===== config.mk =====
export PLATFORM = sky130hd
export DESIGN_NAME = second_master_end_flat
export DESIGN_NICKNAME = d
export VERILOG_FILES = /design/src/smb_pkg.sv /design/src/smb_bus_if.sv /design/src/second_master_end.sv /design/src/flat_wrapper.sv
export VERILOG_INCLUDE_DIRS = /design/src
export SDC_FILE = /design/constraint.sdc
export NUM_CORES = 1
export LEC_CHECK = 0
export BUFFER_PORTS_ARGS = -buffer_cell sky130_fd_sc_hd__buf_2
export CAP_MARGIN = 20
export CORE_MARGIN = 2
export CORE_UTILIZATION = 41
export CTS_CLUSTER_SIZE = 10
export DETAILED_ROUTE_END_ITERATION = 12
export PLACE_DENSITY = 0.65
export SLEW_MARGIN = 20
export SYNTH_ARGS = -nofsm -noshare
export SYNTH_HDL_FRONTEND = slang
export SYNTH_SLANG_ARGS = --single-unit

===== constraint.sdc =====
create_clock -name sys_clk -period 1.9 [get_ports sys_clk]
set_input_delay 0.095 -clock sys_clk [delete_from_list [all_inputs] [get_ports sys_clk]]
set_output_delay 0.095 -clock sys_clk [all_outputs]
set_load 0.01 [all_outputs]

===== src/smb_cfg.svh =====
`ifndef SMB_CFG_SVH
`define SMB_CFG_SVH
`define ADDR_W 29
`define DATA_W 32
`define GAP_MAX 2'h1
`endif


===== src/smb_pkg.sv =====
`include "smb_cfg.svh"
package smb_pkg;
    typedef logic [`ADDR_W-1:0] addr_t;
    typedef logic [`DATA_W-1:0] data_t;
    typedef enum logic [2:0] {
        S_IDLE, S_REQ, S_OWN, S_GAP, S_DROP_ABE, S_DROP_WAIT
    } arb_e;
endpackage : smb_pkg


===== src/smb_bus_if.sv =====
`timescale 1ns/1ps
interface smb_bus_if;
    // shared address, data, direction, size
    logic [28:0] addrOut;
    logic addrOe;
    logic [31:0] dataOut;
    logic dataOe;
    logic [31:0] dataIn;
    logic readNotWriteOut;
    logic byteNotWordOut;
    logic ctlOe;
    // arbitration and host control
    logic memReqN;
    logic procReqN;
    logic dataBusEnable;
    logic hostBusEnable;
    logic hostStallN;
    logic lockCycle;
    logic hostInternal;
    // open drain interrupts
    logic irqOe;
    logic fiqOe;
    modport second_end (
        output addrOut, addrOe, dataOut, dataOe, readNotWriteOut,
        output byteNotWordOut, ctlOe, procReqN, hostBusEnable,
        output hostStallN, irqOe, fiqOe,
        input dataIn, memReqN, dataBusEnable, lockCycle, hostInternal
    );
    modport host_end (
        output memReqN, lockCycle, hostInternal,
        input procReqN, hostBusEnable, hostStallN, dataBusEnable,
        input addrOut, addrOe
    );
endinterface : smb_bus_if


===== src/second_master_end.sv =====
`timescale 1ns/1ps
`include "smb_cfg.svh"
// Notes on behaviour
// [RULE1] bus owner drives the address bus
// [RULE2] never use the top address line; the code passes bit 28 of xferAddr to addrOut
// [RULE3] data released during direct memory access
// [RULE4] direction low read, high write
// [RULE5] size low byte, high word
// [RULE6] host pulls memory request for next cycle
// [RULE7] drive request low to want bus
// [RULE8] release data while data enable low
// [RULE9] pull host bus enable low when owning
// [RULE10] hold host stall low while active
// [RULE11] host raises lock during atomic swap
// [RULE12] normal interrupt open drain, low only
// [RULE13] fast interrupt open drain, low only
// [RULE14] readable interrupt flag register
// [RULE15] interrupt mask register gates sources
// [RULE16] works with no reference clock
// [RULE17] reset from the system reset line
// [RULE18] memory clock times all bus activity
// [RULE19] arbitrate clock high, drive on falling edge
// [RULE20] request only before host internal, not swap
// [RULE21] drop request, then enable, then stall
// [RULE22] one-cycle gap keeps bus, longer loses
// [RULE23] idle: pins released, controls inactive
module second_master_end #(
    parameter int ADDR_W = `ADDR_W,
    parameter int DATA_W = `DATA_W
) (
    // clock and reset
    input wire logic sys_clk,
    input wire logic rstn,
    input wire logic clkEn,
    // user transfer request
    input wire logic xferReq,
    input wire logic xferWrite,
    input wire logic xferByte,
    input wire smb_pkg::addr_t xferAddr,
    input wire smb_pkg::data_t xferData,
    output logic xferDone,
    output smb_pkg::data_t rdData,
    output logic owning,
    // interrupt sources and registers
    input wire logic [1:0] irqSrc,
    input wire logic [1:0] maskWrData,
    input wire logic maskWr,
    input wire logic [1:0] flagClr,
    output logic [1:0] irqFlags,
    output logic [1:0] irqMask,
    // bus
    smb_bus_if.second_end bus
);
    import smb_pkg::*;
    initial begin
        if (ADDR_W != `ADDR_W || DATA_W != `DATA_W) begin
            $error("unsupported width");
        end
    end
    typedef struct packed {
        arb_e st;
        logic gap;
        logic settle;
        addr_t addr;
        data_t data;
        logic rnw;
        logic bnw;
        logic drv;
        logic wrData;
        logic reqN;
        logic abe;
        logic stallN;
        logic done;
        data_t rd;
        logic [1:0] flags;
        logic [1:0] mask;
        logic [1:0] srcSync1;
        logic [1:0] srcSync2;
        logic [1:0] memSync1;
        logic [1:0] memSync2;
        logic irqOe;
        logic fiqOe;
    } st_s;
    st_s cur_ff;
    st_s nxt_cur;
    st_s out_ff;
    logic hostInt;
    logic lockS;
    logic dbeS;
    // synchronised host status; memSync2 = {internal, lock}
    assign hostInt = cur_ff.memSync2[1];
    assign lockS = cur_ff.memSync2[0];
    assign dbeS = bus.dataBusEnable;
    // arbitration while clock high, i.e. on the rising edge (see [RULE19])
    always_comb begin
        nxt_cur = cur_ff;
        nxt_cur.done = 1'b0;
        nxt_cur.memSync1 = {bus.hostInternal, bus.lockCycle};
        nxt_cur.memSync2 = cur_ff.memSync1;
        nxt_cur.srcSync1 = irqSrc;
        nxt_cur.srcSync2 = cur_ff.srcSync1;
        case (cur_ff.st)
            S_IDLE: begin
                // only ahead of a host internal, never inside a swap
                if (xferReq && hostInt && !lockS) begin // see [RULE20]
                    nxt_cur.reqN = 1'b0; // see [RULE7]
                    nxt_cur.st = S_REQ;
                end
            end
            S_REQ: begin
                nxt_cur.abe = 1'b0; // see [RULE9]
                nxt_cur.stallN = 1'b0; // see [RULE10]
                nxt_cur.addr = xferAddr; // see [RULE2]
                nxt_cur.data = xferData;
                nxt_cur.rnw = xferWrite; // see [RULE4]
                nxt_cur.bnw = !xferByte; // see [RULE5]
                nxt_cur.wrData = xferWrite;
                nxt_cur.drv = 1'b1; // see [RULE1]
                nxt_cur.settle = 1'b1;
                nxt_cur.st = S_OWN;
            end
            // unit on the pins completes, then one cycle lets the
            // user present the next unit before it is latched
            S_OWN: begin
                if (cur_ff.settle) begin
                    if (!cur_ff.rnw) begin
                        nxt_cur.rd = bus.dataIn;
                    end
                    nxt_cur.done = 1'b1;
                    nxt_cur.settle = 1'b0;
                end else if (cur_ff.done) begin
                    nxt_cur.settle = 1'b0;
                end else if (xferReq) begin
                    nxt_cur.addr = xferAddr;
                    nxt_cur.data = xferData;
                    nxt_cur.rnw = xferWrite;
                    nxt_cur.bnw = !xferByte;
                    nxt_cur.wrData = xferWrite;
                    nxt_cur.settle = 1'b1;
                end else begin
                    nxt_cur.reqN = 1'b1; // see [RULE21]
                    nxt_cur.gap = 1'b0;
                    nxt_cur.st = S_GAP;
                end
            end
            S_GAP: begin
                // a single-cycle gap keeps ownership
                if (xferReq && !cur_ff.gap) begin // see [RULE22]
                    nxt_cur.reqN = 1'b0;
                    nxt_cur.st = S_OWN;
                end else begin
                    nxt_cur.drv = 1'b0;
                    nxt_cur.abe = 1'b1; // see [RULE21]
                    nxt_cur.st = S_DROP_WAIT;
                end
            end
            S_DROP_WAIT: begin
                nxt_cur.stallN = 1'b1; // see [RULE21]
                nxt_cur.st = S_IDLE;
            end
            default: nxt_cur.st = S_IDLE;
        endcase
        // flags: set wins over clear (see [RULE14])
        nxt_cur.flags = (cur_ff.flags & ~flagClr) | cur_ff.srcSync2;
        if (maskWr) begin
            nxt_cur.mask = maskWrData; // see [RULE15]
        end
        nxt_cur.irqOe = cur_ff.flags[0] & cur_ff.mask[0]; // see [RULE12]
        nxt_cur.fiqOe = cur_ff.flags[1] & cur_ff.mask[1]; // see [RULE13]
    end
    // state on memory clock, system reset (see [RULE17] [RULE18])
    always_ff @(posedge sys_clk or negedge rstn) begin
        if (!rstn) begin
            cur_ff <= '0;
            cur_ff.st <= S_IDLE;
            cur_ff.reqN <= 1'b1; // see [RULE23]
            cur_ff.abe <= 1'b1;
            cur_ff.stallN <= 1'b1;
        end else if (clkEn) begin
            cur_ff <= nxt_cur;
        end
    end
    // pins relaunched from falling edge (see [RULE19]); no reference clock
    always_ff @(negedge sys_clk or negedge rstn) begin // see [RULE16]
        if (!rstn) begin
            out_ff <= '0;
            out_ff.reqN <= 1'b1;
            out_ff.abe <= 1'b1;
            out_ff.stallN <= 1'b1;
        end else if (clkEn) begin
            out_ff <= cur_ff;
        end
    end
    // pins released unless owning (see [RULE23])
    assign bus.addrOut = out_ff.addr;
    assign bus.addrOe = out_ff.drv;
    assign bus.ctlOe = out_ff.drv;
    assign bus.readNotWriteOut = out_ff.rnw;
    assign bus.byteNotWordOut = out_ff.bnw;
    assign bus.dataOut = out_ff.data;
    // data off while dma enable low (see [RULE3] [RULE8])
    assign bus.dataOe = out_ff.drv & out_ff.wrData & dbeS;
    assign bus.procReqN = out_ff.reqN;
    assign bus.hostBusEnable = out_ff.abe;
    assign bus.hostStallN = out_ff.stallN;
    assign bus.irqOe = out_ff.irqOe;
    assign bus.fiqOe = out_ff.fiqOe;
    assign xferDone = cur_ff.done;
    assign rdData = cur_ff.rd;
    assign owning = cur_ff.drv;
    assign irqFlags = cur_ff.flags;
    assign irqMask = cur_ff.mask;
endmodule : second_master_end


===== src/flat_wrapper.sv =====
// flat-port wrapper written by rule: the top's interface ports become plain ports
module second_master_end_flat import smb_pkg::*;
#(
    parameter int ADDR_W = `ADDR_W,
    parameter int DATA_W = `DATA_W
)
  (sys_clk, rstn, clkEn, xferReq, xferWrite, xferByte, xferAddr, xferData, xferDone, rdData, owning, irqSrc, maskWrData, maskWr, flagClr, irqFlags, irqMask, bus_addrOut, bus_addrOe, bus_dataOut, bus_dataOe, bus_readNotWriteOut, bus_byteNotWordOut, bus_ctlOe, bus_procReqN, bus_hostBusEnable, bus_hostStallN, bus_irqOe, bus_fiqOe, bus_dataIn, bus_memReqN, bus_dataBusEnable, bus_lockCycle, bus_hostInternal);
  smb_bus_if bus_i ();
  input wire logic sys_clk;
  input wire logic rstn;
  input wire logic clkEn;
  input wire logic xferReq;
  input wire logic xferWrite;
  input wire logic xferByte;
  input wire smb_pkg::addr_t xferAddr;
  input wire smb_pkg::data_t xferData;
  output logic xferDone;
  output smb_pkg::data_t rdData;
  output logic owning;
  input wire logic [1:0] irqSrc;
  input wire logic [1:0] maskWrData;
  input wire logic maskWr;
  input wire logic [1:0] flagClr;
  output logic [1:0] irqFlags;
  output logic [1:0] irqMask;
  output wire logic [$bits(bus_i.addrOut)-1:0] bus_addrOut;
  output wire logic [$bits(bus_i.addrOe)-1:0] bus_addrOe;
  output wire logic [$bits(bus_i.dataOut)-1:0] bus_dataOut;
  output wire logic [$bits(bus_i.dataOe)-1:0] bus_dataOe;
  output wire logic [$bits(bus_i.readNotWriteOut)-1:0] bus_readNotWriteOut;
  output wire logic [$bits(bus_i.byteNotWordOut)-1:0] bus_byteNotWordOut;
  output wire logic [$bits(bus_i.ctlOe)-1:0] bus_ctlOe;
  output wire logic [$bits(bus_i.procReqN)-1:0] bus_procReqN;
  output wire logic [$bits(bus_i.hostBusEnable)-1:0] bus_hostBusEnable;
  output wire logic [$bits(bus_i.hostStallN)-1:0] bus_hostStallN;
  output wire logic [$bits(bus_i.irqOe)-1:0] bus_irqOe;
  output wire logic [$bits(bus_i.fiqOe)-1:0] bus_fiqOe;
  input wire logic [$bits(bus_i.dataIn)-1:0] bus_dataIn;
  input wire logic [$bits(bus_i.memReqN)-1:0] bus_memReqN;
  input wire logic [$bits(bus_i.dataBusEnable)-1:0] bus_dataBusEnable;
  input wire logic [$bits(bus_i.lockCycle)-1:0] bus_lockCycle;
  input wire logic [$bits(bus_i.hostInternal)-1:0] bus_hostInternal;
  assign bus_addrOut = bus_i.addrOut;
  assign bus_addrOe = bus_i.addrOe;
  assign bus_dataOut = bus_i.dataOut;
  assign bus_dataOe = bus_i.dataOe;
  assign bus_readNotWriteOut = bus_i.readNotWriteOut;
  assign bus_byteNotWordOut = bus_i.byteNotWordOut;
  assign bus_ctlOe = bus_i.ctlOe;
  assign bus_procReqN = bus_i.procReqN;
  assign bus_hostBusEnable = bus_i.hostBusEnable;
  assign bus_hostStallN = bus_i.hostStallN;
  assign bus_irqOe = bus_i.irqOe;
  assign bus_fiqOe = bus_i.fiqOe;
  assign bus_i.dataIn = bus_dataIn;
  assign bus_i.memReqN = bus_memReqN;
  assign bus_i.dataBusEnable = bus_dataBusEnable;
  assign bus_i.lockCycle = bus_lockCycle;
  assign bus_i.hostInternal = bus_hostInternal;
  second_master_end #(.ADDR_W(ADDR_W), .DATA_W(DATA_W)) u_core (.sys_clk(sys_clk), .rstn(rstn), .clkEn(clkEn), .xferReq(xferReq), .xferWrite(xferWrite), .xferByte(xferByte), .xferAddr(xferAddr), .xferData(xferData), .xferDone(xferDone), .rdData(rdData), .owning(owning), .irqSrc(irqSrc), .maskWrData(maskWrData), .maskWr(maskWr), .flagClr(flagClr), .irqFlags(irqFlags), .irqMask(irqMask), .bus(bus_i));
endmodule

## Yosys cells after proc, flatten, opt, wreduce, memory -nomap -nowiden

Index checks and enable logic that the tools add are counted.

| word-level totals | value |
|---|---|
| register bits | 189 |
| input bits | 110 |

| cells by class | value |
|---|---|
| eq/ne operators | 11 |
| reductions and logical operators | 17 |
| bitwise logic cells | 8 |
| multiplexer cells | 27 |

Operators with widths:

| kind | number |
|---|---|
| $pmux W64 S2 | 1 |
| $mux W63 | 2 |
| $mux W33 | 2 |
| $mux W64 | 1 |
| $mux W32 | 1 |
| $mux W4 | 3 |
| $pmux W3 S4 | 1 |
| $ne A2 B2 Y1 const B | 5 |
| $reduce_and A5 Y1 | 2 |
| $pmux W1 S2 | 4 |
| $mux W1 | 7 |
| $reduce_and A7 Y1 | 1 |
| $eq A3 B2 Y1 const B | 2 |
| $mux W3 | 2 |
| $reduce_and A2 Y1 | 3 |
| $reduce_bool A2 Y1 | 3 |
| $and A1 B1 Y1 | 4 |
| $mux W2 | 2 |
| $ne A2 B1 Y1 const B | 2 |
| $reduce_and A4 Y1 | 1 |
| $eq A3 B1 Y1 const B | 1 |
| $eq A3 B3 Y1 const B | 1 |
| $logic_not A3 Y1 | 1 |
| $pmux W1 S3 | 1 |
| other kinds (8) | 10 |

## Depth between registers and ports, before layout

Gate-level depths: netlist of run 1.

| logic depth | value |
|---|---|
| depth after elaboration | 5 |
| depth in mapped cells | 5 |

==> impl_metrics.py, run 1 <==
metrics = {
    "pwr": {
        "p_sw_share_pct": 30.1,
        "peakVddDrop_mv": 0.799,
        "pwr-share-comb_pct": 43.4,
        "seqPwrFrac_pct": 38.4,
        "power.leakage_nw": 5.78,
        "power_switching_mw": 5.68,
        "power_density_nw_per_um2": 1600,
        "power_frac_clock_pct": 18.3,
        "p_int_mw": 13.2,
    },
    "route": {
        "ant_nets": 0,
        "dr.pass1.iters": 4,
        "routed_wl_mm": 20.5,
        "vias_per_cell": 4.66,
        "vias": 5330,
        "drtIter0Drc": 161,
        "avgRoutedWirePerCell_um": 18.0,
        "post-route-drc-count": 0,
    },
    "clock_tree": {
        "htreeDepth": 4,
        "clk_pin_slew_ns": 0.06,
        "cts_root_buf": "clkbuf_16",
        "clock_latency_ns": 0.42,
        "clock-sinks": 189,
        "clockBufferDepth": 2,
        "cts_buffers": 17,
        "tritoncts": "done",
    },
    "timing": {
        "hold_viol": 0,
        "finalSetupViolations": 123,
        "finalMaxSlewViolations": 0,
        "relSlewSlack_pct": 67.8,
        "tns_ns": -8.86,
        "worst_slack_ns": -0.248,
        "grt_setup_unrepaired": "yes",
        "finalClockSkew_ns": 0.0307,
        "worst_slew_pin_slew_ns": 0.470,
    },
    "finish": {
        "antenna_cells": 0,
        "syn2layout_area_growth_pct": 48.6,
        "layout.nets": 981,
        "drive_gt1_share_pct": 61.7,
        "final_cell_area_um2": 11800,
    },
    "setup_path": {
        "worstPathRequired_ns": 1.80,
        "end_kind": "output pin",
        "timing_worst_setup_path_type": "register to output pin",
        "cp-start-kind": "register",
        "path_max_fanout": 2,
        "crit_arrival_ns": 2.05,
    },
    "floorplan": {
        "rows": 50,
        "die_w_um": 143,
        "io_pins": 219,
        "die_height_um": 143,
        "dieArea_um2": 20500,
        "initial_core_util_pct": 42.1,
        "core_region_area_um2": 18800,
    },
    "logic_synthesis": {
        "syn_inst": 539,
        "postSynthAreaPerCell_um2": 14.7,
        "postSynth.topFlopCell": "dfrtp_1",
        "yosysWarningCount": 0,
        "synth_edf_count": 0,
        "yosysSeqAreaShare_pct": 59.7,
        "synth_seq_cells": 189,
        "syn_nets": 649,
        "async_reset_ff_share_pct": 100,
        "synthesis.area_um2": 7930,
        "ys_types": 33,
    },
    "grt": {
        "grt_pass1_wl_mm": 29.3,
        "grt_pass1_vias": 5726,
        "antenna_found_initial": 0,
        "grt_usage_pct": 18.4,
        "gr-total-overflow": 0,
        "grt_max_degree": 46,
    },
    "worst_hold_path": {
        "hold_path_class": "input pin to register",
    },
    "placed_design": {
        "place_congestion": 0.770,
        "hpwl_mm": 11.1,
        "dpl_cell_area_um2": 9020,
        "dp_slack_ns": -0.0880,
        "port_buffers": 217,
    },
    "outcome": {
        "violations": "setup timing",
        "status": "complete, but fails checks",
    },
    "run": {
        "drv_cap": 0,
    },
}
critical path, cell delays in order (launching register included):
cell and delay (ns):
dfrtn_1 0.41, and3_1 0.16, buf_2 0.13
power by group through the flow:
stage	clock network (mW)	registers, mW	logic (mW)
final	3.44	7.23	8.17
after global routing	3.70	7.43	8.67
after CTS	3.51	7.10	6.96
after detailed placement	0.0131	7.14	5.42
after global placement	0.0131	7.03	5.25
after floorplan	0.0131	6.87	4.99
cell usage in the layout, fill, tap and decap left out, drive strengths merged, types with 3 or more instances in the layout:
master	n
nand2b	4
dfrtp	116
dfrtn	67
clkbuf	29
dlygate4sd3	104
mux2	177
nand2	6
nand3	3
inv	12
buf	321
nor2	3
dfstp	6
o21ai	6
clkinv	4
repair_timing:
action	in CTS	in global routing
pin swaps	3	1
buffers inserted	44	26
gates resized for setup	46	59
hold buffers	104	0
setup endpoints to repair	134	134
endpoints found under the hold margin	168	0
cloned	3	6
per-stage QoR:
step	hold WS, ns	std cells	total power, mW	util (%)
floorplan	-0.201	539	11.9	-
global placement	0.0699	929	12.3	47.9
detailed placement	0.0792	929	12.6	47.9
CTS	0.0172	1114	17.6	59.8
global route	0.0200	1144	19.8	62.6
finish	0.0373	1144	18.8	62.6
cell families after synthesis:
kind of cell	count (synthesis)	synth area share (%)
AOI/OAI and AO/OA	21	2.08
buffers and inverters	126	11.2
DFF	189	59.7
muxes	178	25.3
and+or+nand+nor	25	1.78
area by class of cell:
cell class | count | area, µm²
Clock buffer | 23 | 490
Tap cell | 260 | 325
Timing Repair Buffer | 431 | 3410
Sequential cell | 189 | 4740
Inverter | 5 | 18.8
Multi-Input combinational cell | 224 | 2730
Clock inverter | 12 | 81.3
Fill cell | 1373 | 7040
path summary, 6_finish.rpt:
path / startpoint / to / slack [ns] / depth (start not counted)
max in group asynchronous: rstn / u_core.bus.dataOut[29]$_DFFE_NN0P_ / 0.32 / 3
max: u_core.out_ff[50]$_DFFE_NN0P_ / bus_dataOe / -0.25 / 2
max reg2reg: u_core.xferDone$_DFFE_PN0P_ / u_core.cur_ff[66]$_DFFE_PN0P_ / -0.06 / 6
min reg2reg: u_core.bus.dataOut[26]$_DFFE_NN0P_ / u_core.bus.dataOut[26]$_DFFE_NN0P_ / 0.45 / 1
min in group asynchronous: rstn / u_core.cur_ff[61]$_DFFE_PN0P_ / 0.18 / 2
min: maskWr / u_core.irqMask[1]$_DFFE_PN0P_ / 0.04 / 3
per-layer routing:
layer / share of wire, % / global-route usage [%]
met1: 42 / 22.2
met3: 5.6 / 4.96
met5: 0 / 0
met4: 1.6 / 5.52
met2: 51 / 32.2
registers in the layout, indices dropped and copies added (netlist names), 2 cells and up:
signal	count
u_core.cur_ff	81
u_core.rdData	32
u_core.bus.dataOut	32
u_core.irqFlags	2
u_core.irqMask	2
u_core.bus.addrOut	29
synth_stat cells (2+ instances only):
cell type	count	share of area, %
a21oi_1	2	0.13
a21o_1	2	0.19
dfrtp_1	116	37
mux2_1	4	0.57
o21ai_0	6	0.38
mux2_2	173	25
inv_1	6	0.28
dfstp_2	6	2.0
nand2b_1	4	0.32
clkbuf_1	16	0.76
nand3_1	3	0.19
dfrtn_1	67	21
or2_2	2	0.16
buf_6	6	0.85
buf_4	98	9.3
nand3b_1	2	0.19
a22o_1	2	0.22
nor2b_1	2	0.16
nor2_1	3	0.14
nand2_1	6	0.28
No activity file was read; power rests on OpenSTA's default activity.
==> inputs of run 2 (changes only) <==
CORE_UTILIZATION = 40   (was 41)
PLACE_DENSITY = 0.63   (was 0.65)
RECOVER_POWER = 100   (was unset)
==> impl_metrics.py, run 2 (synthesis gave the netlist of run 1 again) <==
metrics = {
    "clock_tree": {
        "htreeDepth": 4,
        "tritoncts": "done",
        "clock_latency_ns": 0.46,
        "cts_buffers": 17,
        "clockBufferDepth": 2,
        "clock-sinks": 189,
        "clk_pin_slew_ns": 0.07,
        "cts_root_buf": "clkbuf_16",
    },
    "grt": {
        "grt_pass1_vias": 5639,
        "antenna_found_initial": 0,
        "grt_usage_pct": 17.7,
        "gr-total-overflow": 0,
        "grt_pass1_wl_mm": 28.9,
        "grt_max_degree": 34,
    },
    "floorplan": {
        "dieArea_um2": 21000,
        "die_w_um": 145,
        "rows": 51,
        "die_height_um": 145,
        "io_pins": 219,
        "initial_core_util_pct": 40.8,
        "core_region_area_um2": 19500,
    },
    "route": {
        "drtIter0Drc": 133,
        "dr.pass1.iters": 4,
        "vias": 5291,
        "post-route-drc-count": 0,
        "avgRoutedWirePerCell_um": 16.9,
        "vias_per_cell": 4.65,
        "ant_nets": 0,
        "routed_wl_mm": 19.3,
    },
    "finish": {
        "final_cell_area_um2": 11400,
        "antenna_cells": 0,
        "largest-register": "u_core.cur_ff",
        "layout_commonest_cell": "buf_2",
        "drive_gt1_share_pct": 51.0,
        "largest_reg_flops": 81,
        "postLayoutCoreUtil_pct": 58.8,
        "fillCellCount": 1579,
        "layout.nets": 970,
        "syn2layout_area_growth_pct": 44.3,
        "layout_common_cells": "buf_2 (154), dfrtp_1 (116), dlygate4sd3_1 (104), buf_4 (73), mux2_2 (68)",
    },
    "placed_design": {
        "dpl_cell_area_um2": 9030,
        "port_buffers": 217,
        "place_congestion": 0.733,
        "hpwl_mm": 11.2,
    },
    "setup_path": {
        "crit_arrival_ns": 2.10,
        "end_kind": "output pin",
        "path_max_fanout": 2,
        "timing.rr.start": "u_core.cur_ff[115]$_DFFE_PN0P_",
        "startpoint": "u_core.out_ff[50]$_DFFE_NN0P_",
        "worstPathRequired_ns": 1.80,
        "cp-start-kind": "register",
        "timing_worst_setup_path_type": "register to output pin",
    },
    "timing": {
        "tns_ns": -17.21,
        "finalSetupViolations": 220,
        "finalClockSkew_ns": 0.0387,
        "worst_slack_ns": -0.295,
        "hold_viol": 0,
        "relSlewSlack_pct": 35.7,
        "finalMaxSlewViolations": 0,
        "hold_slack_ns": 0.0264,
        "worst_slew_pin_slew_ns": 0.965,
        "grt_setup_unrepaired": "yes",
    },
    "worst_hold_path": {
        "hold_path_class": "input pin to register",
        "min_from": "maskWr",
    },
    "outcome": {
        "violations": "setup timing",
        "status": "complete, but fails checks",
    },
    "pwr": {
        "power.leakage_nw": 5.41,
        "peakVddDrop_mv": 0.754,
        "power_density_nw_per_um2": 1590,
    },
    "run": {
        "drv_cap": 0,
    },
}
==> run 2: cell count changes in the layout (fill, tap and decap cells not counted), sizes merged <==
cell and change:
buf -52, clkbuf +38, clkinv +2, bufinv +1, clkinvlp -1, inv +1
==> run 2: repair_timing <==
item                                    CTS  global route
resized for setup                        79            22
pin swaps                                 2             2
hold endpoints to repair                202             0
hold buffers                            104             0
endpoints found under the setup margin   96           166
setup buffers                            41            22
gates cloned                              2             2
==> run 2: critical path: stages (launching register included) <==
cell and delay (ns):
dfrtn_1 0.44, and3_1 0.17, buf_2 0.13
==> run 2: path summary, 6_finish.rpt <==
kind | to | depth (start not counted) | slack [ns]
min reg2reg | u_core.bus.addrOut[13]$_DFFE_NN0P_ | 1 | 0.43
max reg2reg | u_core.cur_ff[103]$_DFFE_PN0P_ | 6 | -0.11
max | bus_dataOe | 2 | -0.29
min in group asynchronous | u_core.cur_ff[63]$_DFFE_PN0P_ | 2 | 0.36
max in group asynchronous | u_core.bus.dataOut[18]$_DFFE_NN0P_ | 3 | -0.08
min | u_core.irqMask[0]$_DFFE_PN0P_ | 3 | 0.03
==> run 2: where the power goes <==
part / internal [mW] / switching, mW
registers: 6.05 / 1.15
clock network: 2.02 / 1.68
logic: 4.55 / 2.76
==> run 2: metrics by stage <==
step | std cells | worst slack (ns) | power (mW)
2_1_floorplan | 539 | -0.0627 | 11.9
4_1_cts | 1115 | -0.264 | 18.2
3_3_place_gp | 934 | -0.0792 | 12.4
3_5_place_dp | 934 | -0.106 | 12.7
6_report | 1138 | -0.295 | 18.2
5_1_grt | 1138 | -0.327 | 19.3
==> run 2: layout make-up <==
cell class	instances	area, µm²	share of cell area [%]
Sequential cell	189	4740	41.4
Timing Repair Buffer	420	3190	27.9
Multi-Input combinational cell	224	2550	22.3
Clock buffer	20	479	4.19
Tap cell	265	332	2.90
Clock inverter	15	143	1.25
Inverter	5	18.8	0.164
==> run 2: layer usage <==
| layer | track usage (%) | vias to the layer above | routed length [µm] |
|---|---|---|---|
| li1 | - | 2402 | - |
| met1 | 21.2 | 2692 | 8080 |
| met2 | 30.8 | 171 | 9840 |
| met3 | 5.00 | 26 | 1040 |
| met4 | 5.37 | 0 | 303 |
| met5 | 0 | - | 0 |
